**src/design/ambient_cal_pkg.sv**
```systemverilog
// Constants, field layout and carrier types for the ambient calibration control bank
package ambient_cal_pkg;
    localparam logic [9:0] CAL_EN_ADDR = 10'h001;
    localparam logic [9:0] COMP0_ADDR = 10'h002;
    localparam logic [15:0] CAL_EN_RESET = 16'h0000;
    localparam logic [15:0] COMP0_RESET = 16'h0ff0;
    localparam int STAGES = 12;
    localparam logic [3:0] LAST_STAGE = 4'hb;
    // Field positions
    localparam int FF_SKIP_LSB = 0;
    localparam int FP_PROX_LSB = 4;
    localparam int LP_PROX_LSB = 8;
    localparam int TMO_LSB = 12;
    localparam int FORCE_BIT = 14;
    localparam int RESTART_BIT = 15;
    localparam int FP_SKIP_LSB = 12;
    localparam int LP_SKIP_LSB = 14;
    // Multipliers, in conversion sequences
    localparam logic [4:0] FP_PROX_MULT = 5'h10;
    localparam logic [4:0] LP_PROX_MULT = 5'h04;
    // Timeout factor in quarters: 1.25 = 5/4 up to 2.00 = 8/4
    localparam logic [3:0] TMO_BASE_QUARTERS = 4'h5;
    localparam logic [5:0] FP_SKIP_BASE = 6'h04;
    localparam logic [15:0] STORED_MASK = 16'h7fff;

    typedef struct packed {
        logic wr;
        logic rd;
        logic [9:0] addr;
        logic [15:0] wdata;
    } reg_req_t;

    typedef enum logic [1:0] {
        MODE_FULL = 2'b00,
        MODE_OFF_A = 2'b01,
        MODE_LOW = 2'b10,
        MODE_OFF_B = 2'b11
    } power_mode_t;
endpackage

```
**src/design/ambient_calibration_control.sv**
```systemverilog
// Ambient calibration control registers and the sequence-level controls they steer
module ambient_calibration_control (
    input wire logic ref_clk,
    input wire logic arst_n,
    input wire ambient_cal_pkg::reg_req_t reg_req,
    input wire logic [1:0] power_mode,
    input wire logic [3:0] stage_count,
    input wire logic [3:0] stage_index,
    input wire logic stage_done,
    input wire logic sample_tick,
    input wire logic proximity,
    output logic [15:0] reg_rdata,
    output logic [11:0] cal_update,
    output logic forced_recal,
    output logic sequence_restart,
    output logic fast_fifo_admit,
    output logic average_take,
    output logic cal_suspended,
    output logic power_drop
);
    function automatic logic [3:0] clamp_stage(input logic [3:0] v);
        clamp_stage = (v > ambient_cal_pkg::LAST_STAGE) ? ambient_cal_pkg::LAST_STAGE : v;
    endfunction

    function automatic ambient_cal_pkg::power_mode_t mode_of(input logic [1:0] pm);
        mode_of = ambient_cal_pkg::power_mode_t'(pm);
    endfunction

    logic [15:0] cal_en_q, cal_en_d;
    logic [15:0] comp0_q, comp0_d;
    logic [3:0] ff_cnt_q, ff_cnt_d;
    logic [5:0] avg_cnt_q, avg_cnt_d;
    logic [8:0] susp_q, susp_d;
    logic [8:0] tmo_q, tmo_d;
    logic [15:0] rdata_d;
    logic [11:0] cal_upd_d;
    logic restart_d, admit_d, take_d, drop_d;

    wire is_full = (mode_of(power_mode) == ambient_cal_pkg::MODE_FULL);
    wire is_low = (mode_of(power_mode) == ambient_cal_pkg::MODE_LOW);
    wire is_on = is_full | is_low;

    wire wr_cal = reg_req.wr & (reg_req.addr == ambient_cal_pkg::CAL_EN_ADDR);
    wire wr_comp = reg_req.wr & (reg_req.addr == ambient_cal_pkg::COMP0_ADDR);
    wire restart_req = wr_comp & reg_req.wdata[ambient_cal_pkg::RESTART_BIT];

    // Restart bit is never stored so software always reads it back as zero
    assign cal_en_d = wr_cal ? reg_req.wdata : cal_en_q;
    assign comp0_d = wr_comp ? (reg_req.wdata & ambient_cal_pkg::STORED_MASK) : comp0_q;

    wire [3:0] ff_limit = clamp_stage(comp0_q[ambient_cal_pkg::FF_SKIP_LSB +: 4]);
    wire [3:0] fp_prox = comp0_q[ambient_cal_pkg::FP_PROX_LSB +: 4];
    wire [3:0] lp_prox = comp0_q[ambient_cal_pkg::LP_PROX_LSB +: 4];
    wire [1:0] tmo_code = comp0_q[ambient_cal_pkg::TMO_LSB +: 2];
    wire [1:0] fp_skip_code = cal_en_q[ambient_cal_pkg::FP_SKIP_LSB +: 2];
    wire [1:0] lp_skip_code = cal_en_q[ambient_cal_pkg::LP_SKIP_LSB +: 2];

    wire seq_end = is_on & stage_done & (stage_index == clamp_stage(stage_count));

    // Fast filter: discard ff_limit sequences, then admit one
    wire admit_now = seq_end & (ff_cnt_q >= ff_limit);
    assign admit_d = admit_now & ~restart_req;
    assign ff_cnt_d = restart_req ? 4'h0 : (admit_now ? 4'h0 : (seq_end ? ff_cnt_q + 4'h1 : ff_cnt_q));

    // Averaging path sample skip
    wire [5:0] fp_skip = 6'((ambient_cal_pkg::FP_SKIP_BASE << fp_skip_code) - 6'h01);
    wire [5:0] lp_skip = {4'h0, lp_skip_code};
    wire [5:0] avg_skip = is_full ? fp_skip : lp_skip;
    wire take_now = is_on & sample_tick & (avg_cnt_q >= avg_skip);
    assign take_d = take_now & ~restart_req;
    assign avg_cnt_d = (restart_req | take_now) ? 6'h00 :
                       ((is_on & sample_tick) ? avg_cnt_q + 6'h01 : avg_cnt_q);

    // Suspension reloads while proximity holds, so the period runs from its release
    // Operands are widened first: a 5-bit product would wrap for FP counts above one and LP counts above seven
    wire [8:0] fp_susp = {5'h00, fp_prox} * {4'h0, ambient_cal_pkg::FP_PROX_MULT};
    wire [8:0] lp_susp = {5'h00, lp_prox} * {4'h0, ambient_cal_pkg::LP_PROX_MULT};
    assign susp_d = (proximity & is_full) ? fp_susp :
                    (proximity & is_low) ? lp_susp :
                    ((seq_end & (susp_q != 9'h000)) ? susp_q - 9'h001 : susp_q);
    wire suspended = proximity | (susp_q != 9'h000);

    // Timeout in sequences: FP count x 16 x (5..8)/4
    // Quarter factor times sixteen folds to factor times four; the largest limit is 480
    wire [3:0] tmo_quarters = ambient_cal_pkg::TMO_BASE_QUARTERS + {2'b00, tmo_code};
    wire [4:0] tmo_scale = ambient_cal_pkg::FP_PROX_MULT >> 2;
    wire [8:0] tmo_limit = {5'h00, fp_prox} * {5'h00, tmo_quarters}
                           * {4'h0, tmo_scale};
    wire tmo_hit = is_full & ~proximity & seq_end & (tmo_q + 9'h001 == tmo_limit);
    assign drop_d = tmo_hit;
    assign tmo_d = (~is_full | proximity | restart_req) ? 9'h000 :
                   ((seq_end & (tmo_q < tmo_limit)) ? tmo_q + 9'h001 : tmo_q);

    // A disabled stage gets no update strobe, so its stored values stay put
    genvar gi;
    generate
        for (gi = 0; gi < ambient_cal_pkg::STAGES; gi++) begin : g_stage
            assign cal_upd_d[gi] = is_on & stage_done & (stage_index == 4'(gi))
                                   & cal_en_q[gi]
                                   & (comp0_q[ambient_cal_pkg::FORCE_BIT] | ~suspended);
        end
    endgenerate

    assign restart_d = restart_req;
    assign rdata_d = ~reg_req.rd ? reg_rdata :
                     (reg_req.addr == ambient_cal_pkg::CAL_EN_ADDR) ? cal_en_q :
                     (reg_req.addr == ambient_cal_pkg::COMP0_ADDR) ? comp0_q : 16'h0000;

    always_ff @(posedge ref_clk or negedge arst_n) begin
        if (!arst_n) begin
            cal_en_q <= ambient_cal_pkg::CAL_EN_RESET;
            comp0_q <= ambient_cal_pkg::COMP0_RESET;
            ff_cnt_q <= 4'h0;
            avg_cnt_q <= 6'h00;
            susp_q <= 9'h000;
            tmo_q <= 9'h000;
            reg_rdata <= 16'h0000;
            cal_update <= 12'h000;
            forced_recal <= 1'b0;
            sequence_restart <= 1'b0;
            fast_fifo_admit <= 1'b0;
            average_take <= 1'b0;
            cal_suspended <= 1'b0;
            power_drop <= 1'b0;
        end else begin
            cal_en_q <= cal_en_d;
            comp0_q <= comp0_d;
            ff_cnt_q <= ff_cnt_d;
            avg_cnt_q <= avg_cnt_d;
            susp_q <= susp_d;
            tmo_q <= tmo_d;
            reg_rdata <= rdata_d;
            cal_update <= cal_upd_d;
            forced_recal <= comp0_d[ambient_cal_pkg::FORCE_BIT];
            sequence_restart <= restart_d;
            fast_fifo_admit <= admit_d;
            average_take <= take_d;
            cal_suspended <= (susp_d != 9'h000) | proximity;
            power_drop <= drop_d;
        end
    end
endmodule

```
**config.mk**
```make
export PLATFORM = sky130hd
export DESIGN_NAME = ambient_calibration_control
export DESIGN_NICKNAME = d
export VERILOG_FILES = /design/src/design/ambient_cal_pkg.sv /design/src/design/ambient_calibration_control.sv
export SDC_FILE = /design/constraint.sdc
export NUM_CORES = 1
export LEC_CHECK = 0
export BUFFER_PORTS_ARGS = -buffer_cell sky130_fd_sc_hd__buf_2
export CORE_UTILIZATION = 57
export DETAILED_ROUTE_END_ITERATION = 7
export PLACE_DENSITY_LB_ADDON = 0.25
export SYNTH_ARGS = -nofsm -noshare
export SYNTH_HDL_FRONTEND = slang
export SYNTH_SLANG_ARGS = --single-unit
```
**constraint.sdc**
```tcl
create_clock -name ref_clk -period 4.39 [get_ports ref_clk]
set_input_delay 0.439 -clock ref_clk [delete_from_list [all_inputs] [get_ports ref_clk]]
set_output_delay 0.439 -clock ref_clk [all_outputs]
set_load 0.01 [all_outputs]
```
# ---- Word level (Yosys, flattened, before mapping)
# Cells that the tools add are included.
dict set report classes {
  mul 1
  n_eq_ne 16
  bitwise 64
  magnitude_cmp 5
  reduce_logical 7
  shifts 1
  muxes 16
  addsub 6
}
# operator count
set op_table {}
lappend op_table {{$and 1x1->1} 53}
lappend op_table {{$mux 9} 5}
lappend op_table {{$mux 15} 2}
lappend op_table {{$mux 4} 5}
lappend op_table {{$mux 6} 3}
lappend op_table {{$reduce_bool 9->1} 2}
lappend op_table {{$eq 4x3->1 const B} 4}
lappend op_table {{$eq 4x4->1 const B} 4}
lappend op_table {{$mux 16} 1}
lappend op_table {{$eq 10x1->1 const B} 1}
lappend op_table {{$eq 10x2->1 const B} 1}
lappend op_table {{$add 9x1->9 const B} 1}
lappend op_table {{$eq 9x9->1} 1}
lappend op_table {{$lt 9x9->1} 1}
lappend op_table {{$sub 9x1->9 const B} 1}
lappend op_table {{$eq 4x2->1 const B} 2}
lappend op_table {{$gt 4x4->1 const B} 2}
lappend op_table {{$mul 4x4->7} 1}
lappend op_table {{$or 1x1->1} 7}
lappend op_table {{$add 6x1->6 const B} 1}
lappend op_table {{$ge 6x6->1} 1}
lappend op_table {{$shl 3x2->6 const A} 1}
lappend op_table {{$sub 6x1->6 const B} 1}
lappend op_table {{$add 3x2->4 const A} 1}
lappend op_table {{10 further kinds} 14}
dict set report totals {
  ff_bits 92
  input_bits 43
  out_inout_bits 34
}

# ---- Longest topological paths before layout
dict set report depth {
  ltp_word 10
  depth_mapped 16
}

# ---- Worst setup path before layout
# OpenSTA, ideal clock, no wires.
dict set report synth_path {
  kind {register to register}
  start {reg comp0_q[12]}
  end {reg tmo_q[8]}
  synth_period_minus_slack_ps 4046
  setup_ps 78
  t_arrival_ps 3968
  stages_incl_launch_ff 17
  setup_slack_ps 344
  cell_sequence {dfrtp_1 > ha_1 > mux2_2 > ha_1 > inv_1 > fa_1 > inv_1 > ha_1 > a21o_1 > a21oi_1 > xor2_1 > ha_1 > o21a_1 > o21ai_1 > o21ai_2 > or3_1 > a21oi_1}
}
dict set report synth_between {
  elab_chain_cells 5
}
# element line
set synth_lines {}
lappend synth_lines {{start, declared} ambient_calibration_control.sv:30} ;# logic [15:0] comp0_q, comp0_d;
lappend synth_lines {{start signal, assigned} ambient_calibration_control.sv:112} ;# comp0_q <= ambient_cal_pkg::COMP0_RESET;
lappend synth_lines {{start signal, assigned} ambient_calibration_control.sv:127} ;# comp0_q <= comp0_d;
lappend synth_lines {{$add 3x2->4} ambient_calibration_control.sv:85} ;# wire [3:0] tmo_quarters = ambient_cal_pkg::TMO_BASE_QUARTERS + {2'b00, tmo_code};
lappend synth_lines {{$mul 4x4->7} ambient_calibration_control.sv:87} ;# wire [8:0] tmo_limit = {5'h00, fp_prox} * {5'h00, tmo_quarters}
lappend synth_lines {{$lt 9x9->1} ambient_calibration_control.sv:92} ;# ((seq_end & (tmo_q < tmo_limit)) ? tmo_q + 9'h001 : tmo_q);
lappend synth_lines {{$and 1x1->1} ambient_calibration_control.sv:92}
lappend synth_lines {{$reduce_bool 2->1 (no source line)} --}
lappend synth_lines {{end signal, assigned} ambient_calibration_control.sv:131} ;# tmo_q <= tmo_d;
lappend synth_lines {{end, declared} ambient_calibration_control.sv:34} ;# logic [8:0] tmo_q, tmo_d;
# Every way passes these cells.
# A chain may end at the register's enable or synchronous reset.

# ---- Worst setup path after layout
# Same ends and word-level chain as after synthesis.

==> results.toml <==
[clocking]
clock_sinks = 92
cts_buffer_depth = 2
clk_latency_ps = 360
htree_levels = 3
clkTransAtPathRegs_ps = 100
root_buffer = "clkbuf_8"
cts_buffers = 9
cts_tree = "yes"
holdBufCountCts = 0

[final_layout]
syn2layout_area_growth_pct = 14.24
nets = 648
antenna_cells = 0
layout-drive-gt1-share = 0.2643

[grt]
antenna_found_initial = 0
grtUsageTotal = 0.2547
grt_pass1_vias = 3739
overflow = 0
grt_pass1_wl_mm = 17.91
grt_max_degree = 69

[yosys]
yosys_warnings = 0
ys_async_sr_fraction = 1.000
synth_edf_count = 0
syn-cell-area_sq_um = 5087
synth-seq-area-share = 0.4545
ys.flop_type = "dfrtp_1"
synth_cells = 493
yosysTopAreaCellShare = 0.4132
ys_ff_latch = 92
yosys.area.top_type = "dfrtp_1"
syn_area_per_cell_sq_um = 10.32
ys_types = 47
synth_nets = 571
ys_top_cells_by_area = "dfrtp_1 41%, ha_1 8.1%, mux2_2 7.7%"

[route]
wl_per_cell_um = 16.56
vias = 3966
drc = 0
finalWirelength_mm = 11.31
firstDrtPassIters = 4
vias_per_cell = 5.807
drtAntennaViolNets = 0
drtIter0Drc = 222

[power]
p_leak_uw = 0.002878
powerDensity_nw_per_um2 = 322.3
ir_worst_vdd_mv = 0.1923

[floorplan]
row_count = 34
core_area_sq_um = 8678
die_area_sq_um = 9307
start_util = 0.5862
io_pins = 77
die_w_um = 96.48
die_h_um = 96.48

[critical_path]
critPathMaxStageDelay_ps = 540
worstSetupStartpointType = "flip-flop"
worst_ep_required_time_ps = 4670
critPathTopFamily = "adder cells"
cp_num_buf_inv = 2
cp.arrival_ps = 4360
path_cells = "ha_2 -> mux2_2 -> ha_1 -> inv_1 -> fa_1 -> inv_1 -> fa_1 -> xnor2_1 -> ha_1 -> o21a_1 -> o21ai_1 -> o21ai_2 -> or3_1 -> a21oi_1"
end_kind = "flip-flop"
path_class = "reg2reg"
crit_fanout = 8
slowest_stage = "fa_1"

[timing]
tightestPinTransition_ps = 869.6
finalCritPeriodShare = 0.9282
fin_crit_ps = 4075
setup_ws_ps = 315.2
clock_skew_ps = 13.61
maxSlewViolCount = 0
hold_viol = 0
setup_tns_ps = 0
rsz0062_at_grt = "false"
max_freq_ghz = 0.2454
slew_headroom = 0.4186
setup_viol = 0

[run_status]
status = "finished clean"

[place]
io_buffers = 76
gp_congestion = 0.8645
dp_slack_ps = 183.5
dpl.hpwl_mm = 8.482

[run]
maxCapViolCount = 0

[min_path]
hp-class = "in2async"
-- routing by layer --
layer  part of all wire  up-vias  wire, um  global-route usage
li1                   -     1913         -                   -
met1               0.45     1942      5037              0.3372
met2               0.49       88      5510              0.4108
met3              0.042       23       475             0.03678
met4              0.025        0       285              0.1225
met5                  0        -         0                   0
-- worst register-to-register path: cells and delay by family, from the launching register on --
family	cells	cell delay (ps)
AND/OR/NAND/NOR	1	330
AO/OA/AOI/OAI	4	670
XOR/XNOR	1	280
multiplexers	1	360
buffers and inverters	2	120
adder cells (fa/ha/maj)	5	1820
flip-flops	1	440
-- worst paths after layout --
path	start	to	slack, ps	cells past startpoint
min	arst_n	ff_cnt_q[2]	160	1
max	comp0_q[12]	tmo_q[8]	320	14
min reg2reg	reg_rdata[12]	reg_rdata[12]	540	2
max reg2reg	comp0_q[12]	tmo_q[8]	320	14
min in group ref_clk	reg_req[3]	comp0_q[3]	330	2
max in group asynchronous	arst_n	comp0_q[4]	3310	2
-- where the power goes --
group | internal (uW) | switching (uW) | total, uW
Combinational | 134 | 168 | 302
Sequential | 901 | 58.6 | 960
Clock | 289 | 323 | 612
-- through the flow --
stage	utilization	instances	power [uW]	cell area [sq um]	hold slack, ps
6_report	0.6697	683	1873	5812	162.6
5_1_grt	0.6697	683	1972	5812	238.3
4_1_cts	0.6684	682	1884	5801	205.3
3_5_place_dp	0.6433	666	1275	5583	512.4
3_3_place_gp	0.6433	666	1256	5583	504.4
2_1_floorplan	-	493	1161	5087	143.4
-- layout by cell type (no fill, tap or decap), types with 5 or more instances in the layout --
cell | Yosys | layout
nor2_1 | 45 | 45
buf_2 | 0 | 75
a22oi_1 | 15 | 15
buf_4 | 0 | 7
dfrtp_1 | 84 | 83
xor2_1 | 17 | 17
nand3_1 | 11 | 11
nor4_1 | 5 | 5
nor3b_1 | 6 | 6
nor3_1 | 10 | 10
a21o_1 | 10 | 10
and2_1 | 5 | 5
ha_1 | 33 | 32
and3_1 | 18 | 18
nand2_1 | 26 | 26
dfstp_2 | 8 | 8
a21oi_1 | 43 | 43
o21a_1 | 5 | 5
o21ai_0 | 11 | 11
clkbuf_8 | 0 | 10
nor2b_1 | 6 | 6
o211ai_1 | 7 | 7
inv_1 | 17 | 17
mux2_2 | 35 | 35
xnor2_1 | 11 | 11
nand2b_1 | 7 | 7
or3_1 | 6 | 6
-- Yosys cell counts (2+ instances only) --
master and number:
dfrtp_1 84, nor2_1 45, a21oi_1 43, mux2_2 35, ha_1 33, nand2_1 26
and3_1 18, inv_1 17, xor2_1 17, a22oi_1 15, clkbuf_1 15, nand3_1 11
o21ai_0 11, xnor2_1 11, a21o_1 10, nor3_1 10, dfstp_2 8, nand2b_1 7
o211ai_1 7, nor2b_1 6, nor3b_1 6, or3_1 6, and2_1 5, nor4_1 5
o21a_1 5, mux2i_1 4, nand3b_1 4, a31oi_1 3, nand4b_1 3, a211oi_1 2
fa_1 2, nor3b_2 2, o21ai_1 2, or2_2 2
-- flip-flops by register name (all words and copies together), names as in the netlist --
signal,count
cal_update,12
tmo_q,9
avg_cnt_q,6
susp_q,9
average_take,1
fast_fifo_admit,1
sequence_restart,1
comp0_q,15
cal_en_q,16
ff_cnt_q,4
cal_suspended,1
power_drop,1
reg_rdata,16
-- what timing repair did --
action,CTS,global route
endpoints found under the setup margin,0,7
setup buffers,0,1
gates resized for setup,0,2
hold endpoints to repair,0,0
-- cell families (layout without fill, tap and decap cells) --
| group | after synthesis | after routing | synth area share |
|---|---|---|---|
| other cells | 1 | 1 | 0.0007371 |
| xor+xnor | 28 | 28 | 0.04820 |
| mux | 39 | 39 | 0.08534 |
| buf+inv | 33 | 115 | 0.02435 |
| fa+ha+maj | 35 | 35 | 0.08903 |
| simple gates | 161 | 161 | 0.1667 |
| flops | 92 | 92 | 0.4545 |
| compound gates | 104 | 104 | 0.1311 |
-- cell type report --
type	instances	area, sq um
flip-flops and latches	92	2313
inverters	17	63.81
repair buffers	82	427.9
well taps	108	135.1
clock inverters	6	80.08
multi-input cells	368	2654
fillers	678	2867
clock buffers	10	137.6
(Power assumes the default switching activity.)
